==> src/hw/wdp_pkg.sv <==
// package: register map, field layout, timing and carrier types of the watchdog
`default_nettype none
package wdp_pkg;

  // register indices; the byte address is four times the index
  localparam logic [13:0] OPTION_IDX = 14'h0081; // prescaler_option_control
  localparam logic [13:0] CONFIG_IDX = 14'h2007; // device_configuration_word
  localparam logic [13:0] STATUS_IDX = 14'h0100; // timeout / powerdown / asleep
  localparam logic [13:0] EVENT_IDX  = 14'h0101; // sticky events, write 1 clears
  localparam logic [13:0] MASK_IDX   = 14'h0102; // event interrupt mask
  localparam logic [13:0] COUNT_IDX  = 14'h0103; // live watchdog_counter value

  // option register fields
  localparam int unsigned OPT_ASSIGN_BIT = 3; // prescaler_assign_select
  localparam int unsigned OPT_PS_LSB  = 0; // prescale_ratio_select [2:0]
  localparam logic [7:0]  OPTION_RST  = 8'h00;

  // configuration word fields
  localparam int unsigned CFG_WDEN_BIT = 2; // watchdog_enable_fuse

  // status register fields
  localparam int unsigned ST_TO_BIT    = 0; // timeout_status_bit, active low
  localparam int unsigned ST_PWRDN_BIT = 1; // powerdown_status_bit, active low
  localparam int unsigned ST_SLEEP_BIT = 2; // core is asleep

  // event register fields
  localparam int unsigned EV_RESET_BIT = 0; // time-out caused a device reset
  localparam int unsigned EV_WAKE_BIT  = 1; // time-out woke the device
  localparam int unsigned EV_W         = 2;
  localparam logic [EV_W-1:0] MASK_RST = 2'h0;

  // timing: nominal base period and the watchdog oscillator rate
  localparam int unsigned WD_BASE_PERIOD_US = 18000; // 18 ms
  localparam int unsigned WD_OSC_FREQ_KHZ   = 1000;
  localparam int unsigned WD_BASE_TICKS =
    (WD_BASE_PERIOD_US * WD_OSC_FREQ_KHZ) / 1000;
  localparam int unsigned WD_CNT_W = 16;
  localparam int unsigned PRESC_W   = 7;  // up to 1:128
  localparam int unsigned APB_AW    = 16;

  // instruction strobes coming from the processor core
  typedef struct packed {
    logic clear_watchdog_instruction; // one-cycle pulse
    logic sleep_instruction;          // one-cycle pulse
    logic irq_pending;                // enabled interrupt already pending
  } wdp_core_req_t;

  // what the watchdog reports back to the core
  typedef struct packed {
    logic device_reset;          // one-cycle pulse
    logic wake;                  // one-cycle pulse
    logic timeout_status_bit;    // active low
    logic powerdown_status_bit;  // active low
    logic asleep;
  } wdp_core_rsp_t;

endpackage : wdp_pkg
`default_nettype wire

==> src/hw/wdp_watchdog.sv <==
// file: watchdog with prescaler, APB register slave and core strobes
//
// Function
// - counter advances on its own oscillator only
// - expiry while awake resets the device
// - expiry while asleep wakes the device instead
// - enable fuse bit 2 zero disables watchdog
// - base period 18 ms without prescaler
// - option register assigns prescaler up to 1:128
// - clear or sleep resets counter, and prescaler while assigned
// - any expiry drives timeout status bit low
// - sleep clears counter, sets timeout, clears powerdown
// - sleep with pending interrupt is a no-op
//
// The APB slave port is this design's own decision.
`timescale 1ns/1ps
`default_nettype none
module wdp_watchdog #(
  parameter int unsigned BASE_TICKS = wdp_pkg::WD_BASE_TICKS,
  parameter int unsigned CNT_W      = wdp_pkg::WD_CNT_W
) (
  input  wire logic                     clk_i,
  input  wire logic                     rst_b_i,
  // free-running watchdog oscillator pin, asynchronous to clk_i
  input  wire logic                     wd_osc_i,
  // configuration word strap, caught once after reset release
  input  wire logic [7:0]               config_word_i,
  // processor core
  input  wire wdp_pkg::wdp_core_req_t   core_req_i,
  output wdp_pkg::wdp_core_rsp_t        core_rsp_o,
  // APB slave
  input  wire logic                     psel_i,
  input  wire logic                     penable_i,
  input  wire logic                     pwrite_i,
  input  wire logic [wdp_pkg::APB_AW-1:0] paddr_i,
  input  wire logic [31:0]              pwdata_i,
  output logic [31:0]                   prdata_o,
  output logic                          pready_o,
  output logic                          pslverr_o,
  // interrupt
  output logic                          irq_o
);

  if (BASE_TICKS < 1 || BASE_TICKS >= (64'h1 << CNT_W)) begin : g_chk
    $error("BASE_TICKS must be at least 1 and fit in CNT_W bits");
  end

  // the index decode and the read word bound the layout
  if (wdp_pkg::APB_AW != 16) begin : g_chk_aw
    $error("APB_AW must be 16 for the word index decode");
  end
  if (CNT_W > 32) begin : g_chk_cnt
    $error("CNT_W must fit the 32-bit read word");
  end
  if (wdp_pkg::CFG_WDEN_BIT > 7 || wdp_pkg::OPT_ASSIGN_BIT > 7
      || wdp_pkg::OPT_PS_LSB > 5) begin : g_chk_fld
    $error("option or configuration field outside its byte");
  end
  if (wdp_pkg::EV_W < 2 || wdp_pkg::EV_W > 32) begin : g_chk_ev
    $error("event width must hold the reset and wake bits");
  end

  typedef struct packed {
    logic [7:0]              option;
    logic [7:0]              config_word;
    logic                    cfg_loaded;
    logic [CNT_W-1:0]        count;
    logic                    to_n;
    logic                    pwrdn_n;
    logic                    asleep;
    logic                    rst_pulse;
    logic                    wake_pulse;
    logic [wdp_pkg::EV_W-1:0] ev_status;
    logic [wdp_pkg::EV_W-1:0] ev_mask;
    logic [31:0]             rdata;
  } wdp_state_t;

  wdp_state_t st_reg;
  wdp_state_t st_next;

  logic             osc_tick;
  logic             presc_tick;
  logic             assigned;
  logic             enabled;
  logic             wd_tick;
  logic             sleep_taken;
  logic             wd_clear;
  logic             expire;
  logic             setup_ph;
  logic             access_ph;
  logic             wr_done;
  logic             hit_option;
  logic             hit_config;
  logic             hit_status;
  logic             hit_event;
  logic             hit_mask;
  logic             hit_count;
  logic             mapped;
  logic             read_only;
  logic [31:0]      rd_mux;
  logic [wdp_pkg::EV_W-1:0] ev_set;
  logic [wdp_pkg::EV_W-1:0] ev_upd;
  logic             wr_option;
  logic             wr_mask;
  logic             wr_event;
  logic             bus_err;

  // oscillator edges, brought into the clk_i domain
  wdp_osc_sync u_sync (
    .clk_i   (clk_i),
    .rst_b_i (rst_b_i),
    .osc_i   (wd_osc_i),
    .tick_o  (osc_tick)
  );

  // prescaler only sees ticks while it is assigned to the watchdog
  wdp_prescaler #(
    .W (wdp_pkg::PRESC_W)
  ) u_presc (
    .clk_i   (clk_i),
    .rst_b_i (rst_b_i),
    .tick_i  (osc_tick & assigned),
    .clear_i (wd_clear & assigned),
    .ratio_i (st_reg.option[wdp_pkg::OPT_PS_LSB +: 3]),
    .tick_o  (presc_tick)
  );

  // watchdog configuration and tick source
  assign assigned = st_reg.option[wdp_pkg::OPT_ASSIGN_BIT];
  assign enabled  = st_reg.cfg_loaded
                  & st_reg.config_word[wdp_pkg::CFG_WDEN_BIT];
  assign wd_tick  = enabled & (assigned ? presc_tick : osc_tick);

  // sleep is refused while an enabled interrupt is pending
  assign sleep_taken = core_req_i.sleep_instruction
                     & ~core_req_i.irq_pending;
  assign wd_clear    = core_req_i.clear_watchdog_instruction
                     | sleep_taken;

  // expiry on the tick that completes the base period
  assign expire = wd_tick & ~wd_clear
                & (st_reg.count == CNT_W'(BASE_TICKS - 1));

  // APB phase decode
  assign setup_ph  = psel_i & ~penable_i;
  assign access_ph = psel_i & penable_i;

  // register map, byte address is the word index times four:
  //   option  index 0x081   rw   [3] prescaler assign, [2:0] ratio
  //   config  index 0x2007  ro   strap, [2] watchdog enable fuse
  //   status  index 0x100   ro   [0] timeout_n, [1] powerdown_n, [2] asleep
  //   event   index 0x101   w1c  [0] expiry reset, [1] expiry wake
  //   mask    index 0x102   rw   same layout as event
  //   count   index 0x103   ro   live watchdog counter

  // address decode: word aligned, index times four
  always_comb begin
    hit_option = (paddr_i[15:2] == wdp_pkg::OPTION_IDX);
    hit_config = (paddr_i[15:2] == wdp_pkg::CONFIG_IDX);
    hit_status = (paddr_i[15:2] == wdp_pkg::STATUS_IDX);
    hit_event  = (paddr_i[15:2] == wdp_pkg::EVENT_IDX);
    hit_mask   = (paddr_i[15:2] == wdp_pkg::MASK_IDX);
    hit_count  = (paddr_i[15:2] == wdp_pkg::COUNT_IDX);
    mapped     = (paddr_i[1:0] == 2'h0)
               & (hit_option | hit_config | hit_status
                  | hit_event | hit_mask | hit_count);
    read_only  = hit_config | hit_status | hit_count;
  end

  // read data mux, sampled into a flop during the setup cycle
  always_comb begin
    rd_mux = 32'h0000_0000;
    if (mapped) begin
      if (hit_option) begin
        rd_mux[7:0] = st_reg.option;
      end else if (hit_config) begin
        rd_mux[7:0] = st_reg.config_word;
      end else if (hit_status) begin
        rd_mux[wdp_pkg::ST_TO_BIT]    = st_reg.to_n;
        rd_mux[wdp_pkg::ST_PWRDN_BIT] = st_reg.pwrdn_n;
        rd_mux[wdp_pkg::ST_SLEEP_BIT] = st_reg.asleep;
      end else if (hit_event) begin
        rd_mux[wdp_pkg::EV_W-1:0] = st_reg.ev_status;
      end else if (hit_mask) begin
        rd_mux[wdp_pkg::EV_W-1:0] = st_reg.ev_mask;
      end else begin
        rd_mux[CNT_W-1:0] = st_reg.count;
      end
    end
  end

  // a write lands at the access edge, only on a mapped writable word
  assign wr_done = access_ph & pwrite_i & mapped & ~read_only;

  // per-register write strobes
  assign wr_option = wr_done & hit_option;
  assign wr_mask   = wr_done & hit_mask;
  assign wr_event  = wr_done & hit_event;

  // events raised by an expiry this cycle
  always_comb begin
    ev_set = '0;
    ev_set[wdp_pkg::EV_RESET_BIT] = expire & ~st_reg.asleep;
    ev_set[wdp_pkg::EV_WAKE_BIT]  = expire & st_reg.asleep;
  end

  // sticky event bits, one slice each: a new event wins over its clear
  for (genvar b = 0; b < wdp_pkg::EV_W; b++) begin : g_ev
    assign ev_upd[b] = ev_set[b]
                     | (st_reg.ev_status[b] & ~(wr_event & pwdata_i[b]));
  end

  // next state of the whole block
  always_comb begin
    st_next            = st_reg;
    st_next.rst_pulse  = 1'b0;
    st_next.wake_pulse = 1'b0;

    // catch the configuration strap once after reset release
    if (!st_reg.cfg_loaded) begin
      st_next.config_word = config_word_i;
      st_next.cfg_loaded  = 1'b1;
    end

    // counter: cleared by instructions, forced to zero while the fuse is off
    if (!enabled) begin
      st_next.count = '0;
    end else if (wd_clear || expire) begin
      st_next.count = '0;
    end else if (wd_tick) begin
      st_next.count = st_reg.count + CNT_W'(1);
    end

    // clear-watchdog instruction sets both status bits
    if (core_req_i.clear_watchdog_instruction) begin
      st_next.to_n    = 1'b1;
      st_next.pwrdn_n = 1'b1;
    end

    // accepted sleep: counter cleared, status updated
    if (sleep_taken) begin
      st_next.to_n   = 1'b1;
      st_next.pwrdn_n = 1'b0;
      st_next.asleep = 1'b1;
    end

    // expiry: reset when awake, wake when asleep
    if (expire) begin
      st_next.to_n = 1'b0;
      if (st_reg.asleep) begin
        st_next.wake_pulse = 1'b1;
        st_next.asleep     = 1'b0;
      end else begin
        st_next.rst_pulse = 1'b1;
      end
    end

    // register writes; a new ratio takes effect at once
    if (wr_option) begin
      st_next.option = pwdata_i[7:0];
    end
    if (wr_mask) begin
      st_next.ev_mask = pwdata_i[wdp_pkg::EV_W-1:0];
    end

    // sticky events: write one clears, a new event wins
    st_next.ev_status = ev_upd;

    // read data captured in the setup cycle, held through access
    if (setup_ph) begin
      st_next.rdata = rd_mux;
    end
  end

  // one register bank for all state
  always_ff @(posedge clk_i or negedge rst_b_i) begin
    if (!rst_b_i) begin
      st_reg            <= '0;
      st_reg.option     <= wdp_pkg::OPTION_RST;
      st_reg.ev_mask    <= wdp_pkg::MASK_RST;
      st_reg.to_n       <= 1'b1;
      st_reg.pwrdn_n    <= 1'b1;
    end else begin
      st_reg <= st_next;
    end
  end

  // APB answers: one access cycle, error on unmapped or read-only write
  assign pready_o  = access_ph;
  assign bus_err   = ~mapped | (pwrite_i & read_only);
  assign pslverr_o = access_ph & bus_err;
  assign prdata_o  = st_reg.rdata;

  // core outputs, all from flops
  always_comb begin
    core_rsp_o.device_reset         = st_reg.rst_pulse;
    core_rsp_o.wake                 = st_reg.wake_pulse;
    core_rsp_o.timeout_status_bit   = st_reg.to_n;
    core_rsp_o.powerdown_status_bit = st_reg.pwrdn_n;
    core_rsp_o.asleep               = st_reg.asleep;
  end

  // level interrupt while any unmasked event is pending
  assign irq_o = |(st_reg.ev_status & st_reg.ev_mask);

endmodule : wdp_watchdog
`default_nettype wire

==> src/hw/wdp_osc_sync.sv <==
// file: synchroniser and rising-edge detector for the watchdog oscillator pin
`timescale 1ns/1ps
`default_nettype none
module wdp_osc_sync (
  input  wire logic clk_i,
  input  wire logic rst_b_i,
  input  wire logic osc_i,
  output logic      tick_o
);

  typedef struct packed {
    logic       meta;
    logic       sync;
    logic       prev;
    logic [2:0] vld;
  } wdp_sync_st_t;

  wdp_sync_st_t st_reg;
  wdp_sync_st_t st_next;

  // two stages, then a third flop only for the edge detector
  always_comb begin
    st_next      = st_reg;
    st_next.meta = osc_i;
    st_next.sync = st_reg.meta;
    st_next.prev = st_reg.sync;
    st_next.vld  = {st_reg.vld[1:0], 1'b1};
  end

  always_ff @(posedge clk_i or negedge rst_b_i) begin
    if (!rst_b_i) begin
      st_reg <= '0;
    end else begin
      st_reg <= st_next;
    end
  end

  // no edge until prev holds a real sample, so a pin already high at
  // reset release is not taken for a rising edge
  assign tick_o = st_reg.vld[2] & st_reg.sync & ~st_reg.prev;

endmodule : wdp_osc_sync
`default_nettype wire

==> src/hw/wdp_prescaler.sv <==
// file: shared power-of-two prescaler, 1:1 through 1:128
`timescale 1ns/1ps
`default_nettype none
module wdp_prescaler #(
  parameter int unsigned W = wdp_pkg::PRESC_W
) (
  input  wire logic         clk_i,
  input  wire logic         rst_b_i,
  input  wire logic         tick_i,
  input  wire logic         clear_i,
  input  wire logic [2:0]   ratio_i,
  output logic              tick_o
);

  typedef struct packed {
    logic [W-1:0] cnt;
  } wdp_presc_st_t;

  wdp_presc_st_t st_reg;
  wdp_presc_st_t st_next;
  logic [W-1:0]  mask;

  if (W != 7) begin : g_chk
    $error("prescaler width must be 7 for ratios up to 1:128");
  end

  // low ratio bits of the count must all be one to pass a tick
  assign mask   = W'((8'h01 << ratio_i) - 8'h01);
  assign tick_o = tick_i & ((st_reg.cnt | ~mask) == {W{1'b1}});

  always_comb begin
    st_next = st_reg;
    if (clear_i) begin
      st_next.cnt = '0;
    end else if (tick_i) begin
      st_next.cnt = st_reg.cnt + W'(1);
    end
  end

  always_ff @(posedge clk_i or negedge rst_b_i) begin
    if (!rst_b_i) begin
      st_reg <= '0;
    end else begin
      st_reg <= st_next;
    end
  end

endmodule : wdp_prescaler
`default_nettype wire

==> config.mk <==
export PLATFORM = sky130hd
export DESIGN_NAME = wdp_watchdog
export DESIGN_NICKNAME = d
export VERILOG_FILES = /design/src/hw/wdp_pkg.sv /design/src/hw/wdp_watchdog.sv /design/src/hw/wdp_osc_sync.sv /design/src/hw/wdp_prescaler.sv
export SDC_FILE = /design/constraint.sdc
export NUM_CORES = 1
export LEC_CHECK = 0
export BUFFER_PORTS_ARGS = -buffer_cell sky130_fd_sc_hd__buf_2
export CAP_MARGIN = 20
export CORE_AREA = 8 8 102 85
export DETAILED_ROUTE_END_ITERATION = 10
export DIE_AREA = 0 0 110 93
export PLACE_DENSITY = 0.93
export SYNTH_ARGS = -nofsm -noshare
export SYNTH_HDL_FRONTEND = slang
export SYNTH_HIERARCHICAL = 1
export SYNTH_SLANG_ARGS = --single-unit
==> constraint.sdc <==
create_clock -name clk_i -period 5.3 [get_ports clk_i]
set_input_delay 0.265 -clock clk_i [delete_from_list [all_inputs] [get_ports clk_i]]
set_output_delay 0.265 -clock clk_i [all_outputs]
set_load 0.02 [all_outputs]
==> key figures <==
Synth
  – Flops & latches, synth: 71
  – Ys flop type: dfrtp_1
  – Cell Area, Synth: roughly 3700 um^2
  – Sequential element share of the synthesized area: 47.5%
  – Multiplexer share of the synthesized area: around 6.0%
  – Yosys warns: 6
  – Netlist cell types: between 60 and 70
  – Xor/xnor share of the synthesized area: about 4.7%
  – Area contributors post-synth: dfrtp_1 (46%), buf_4 (7.4%), mux2_2 (5.1%)
  – Synth Area per Inst: roughly 11 um^2
  – Post-synthesis compound-gate area fraction: a little under an eighth
  – Adder-cell share of the synthesized area: less than 1%
  – Simple-Gate Fraction of Synth Area: 19.7%
  – Top cell type's share of synthesized area: 46.1%
  – EDFF count, synth: 0
  – Cell accounting for the most synthesized area: dfrtp_1
  – Largest family of logic cells by synthesized area: simple AND/OR/NAND/NOR gates
  – Asr flop ratio synth: between 90% and 100%
  – Cells after synthesis: between 300 and 400

STA
  – Fin crit share: about half
  – # setup viols final: 0
  – Final Hold Violating Endpoints: 0
  – Sum of negative setup slack: 0 ps
  – Crit path time final: roughly 2700 ps
  – Clk_skew: 10.0 ps
  – Slew HR: a little under two fifths
  – Fin. max-slew vios: 0
  – Fmax: about 0.37 GHz
  – Final worst slack: about 2600 ps
  – RSZ-0062 raised after global routing: no
  – Worst-margin pin slew: approximately 940 ps

Worst setup path
  – Crit path kind: reg2reg
  – Crit path max-delay family: simple AND/OR/NAND/NOR gates
  – Startpoint types: flop
  – WP buf/inv: 0
  – Crit Path Max Fanout: 15
  – Slowest stage cell, crit path: or4_1
  – CP arrival: 2890 ps
  – CP Data Required Time: between 5000 and 6000 ps
  – Cell Chain, Critical Path: and3b_1 -> and2_1 -> nand4_1 -> a21oi_1 -> mux2_4 -> nand4_4 -> or4_1 -> nand2b_2 -> nor2_1
  – Reg-to-reg startpoint: u_sync/st_reg[3]$_DFF_PN0_
  – Critical path startpoint: u_sync/st_reg[3]$_DFF_PN0_
  – Max incr delay on CP: roughly 610 ps
  – Critical Path End Type: flop

Clock network
  – Root buffer cell: clkbuf_8
  – H-tree levels: 3
  – CTS Buf Count: 9
  – # hold bufs at CTS: 0
  – TritonCTS clock tree: done
  – Clock Path Buffers: 2
  – Clk Latency, worst-skew pair: 350 ps
  – Reg clk slew, reported paths: roughly 70 ps
  – Cts repair resizes: 0
  – Postcts setup bufs: 0
  – CTS sink cnt: 71

Layout
  – Ratio of cells with drive above 1 in the final layout: 28.4%
  – Max FFs per register: 36
  – Post-layout util: between 50% and 60%
  – Layout Nets: around 470
  – Filler-free cell count of the finished design: approximately 490
  – Commonest non-fill, non-tap cell in the layout: dfrtp_1
  – Most frequent cells in the layout: dfrtp_1 (69), buf_2 (64), nor2_1 (35)
  – Number of antenna diodes: 0
  – Area delta synth->final: 9.49%

Drt
  – Drc violations: 0
  – Post-route ant nets: 0
  – Routed wire length: between 8 and 9 mm
  – 1st-iter DRT viols: 225
  – Avg Vias per Cell: roughly 5.8
  – Drt wl/cell: ~17 um
  – Via count: 2833
  – Initial DRT Pass Iterations: 5

Placed design
  – Dpl hpwl: between 6 and 7 mm
  – I/O Buffers: 64
  – Place WS: roughly 2600 ps
  – Final RePlAce weighted congestion: about 0.94
  – Placed cells: ~480

Global route
  – Antenna violations before repair: 0
  – Global-route wire length before repair: 13.9 mm
  – Largest net degree at the start of global routing: 72
  – GRT Total Usage: around 17%
  – Grt ovf: 0
  – Vias in the first global route: a little under 3000

Floorplanning
  – I/O pins: around 110
  – Die Y: slightly above 90 um
  – Rows: 28
  – Starting Density: between 50% and 60%
  – Core area: approximately 7100 um^2
  – Die width: around 110 um
  – Die ar.: roughly 10000 um^2

Pwr
  – PD cells: between 200 and 300 nW/um^2
  – Leak pwr: ~1.8 nW
  – Max VDD drop: 176 uV

Status
  – Status: finished clean

Min path
  – Worst hold start: wd_osc_i
  – HP Class: in2reg

Run
  – Max cap viols: 0
[worst reg2reg max path: stages (launching register included)]
cell and delay, ps:
dfrtp_1 360, and3b_1 220, and2_1 330, nand4_1 130
a21oi_1 150, mux2_4 240, nand4_4 130, or4_1 610
nand2b_2 280, nor2_1 100
[final timing paths]
| path | endpoint | slack [ps] | depth (start not counted) |
|---|---|---|---|
| min in group asynchronous | u_sync/st_next[1]$_DFF_PN0_ | 110 | 2 |
| max reg2reg | st_reg[50]$_DFFE_PN0P_ | 2630 | 9 |
| max | st_reg[50]$_DFFE_PN0P_ | 2630 | 9 |
| max in group asynchronous | st_reg[32]$_DFFE_PN0P_ | 4630 | 2 |
| min | u_sync/st_next[4]$_DFF_PN0_ | 20 | 1 |
| min reg2reg | u_sync/st_next[3]$_DFF_PN0_ | 350 | 0 |
[where the power goes]
part           internal, W  switching, W
clock             0.000240      0.000190
combinational    0.0000254     0.0000482
sequential        0.000552    0.00000653
[cells in the mapped netlist (all sizes together) (9+ instances only)]
cell   count
nand2     17
buf       44
a22o       9
xor2      15
mux2      18
nor2      36
nand3      9
a22oi     11
o21ai     19
nand4     13
dfrtp     69
[logic make-up (layout without fill, tap and decap cells)]
logic type,Yosys count,after routing
compound gates,62,62
xor+xnor,20,20
fa+ha+maj,2,2
buf+inv,52,86
flops,71,71
mux,20,20
other cells,3,18
simple gates,123,123
[per-layer routing]
layer	global-route usage [%]	vias up	share of wire, %
li1	-	1303	-
met1	20.8	1403	41
met2	27.7	118	50
met3	6.32	9	8.0
met4	6.73	0	1.3
met5	0	-	0
[per-stage QoR]
stage / hold slack, ps / power (W) / cell area (um^2)
6_report: 23.8 / 0.00106 / 4100
5_1_grt: 2.25 / 0.00110 / 4100
4_1_cts: 0.518 / 0.00107 / 4100
3_5_place_dp: 336 / 0.000643 / 3900
3_3_place_gp: 331 / 0.000640 / 3900
2_1_floorplan: -30.6 / 0.000616 / 3800
[cell type report]
cell class	count	area (um^2)
clock buffer	12	155
tap	90	113
timing repair buffer	65	328
clock inverter	3	42.5
sequential	71	1780
inverter	6	22.5
fill	588	3010
multi-input combinational	245	1660
Note: power is estimated with default switching activity, not from simulation.
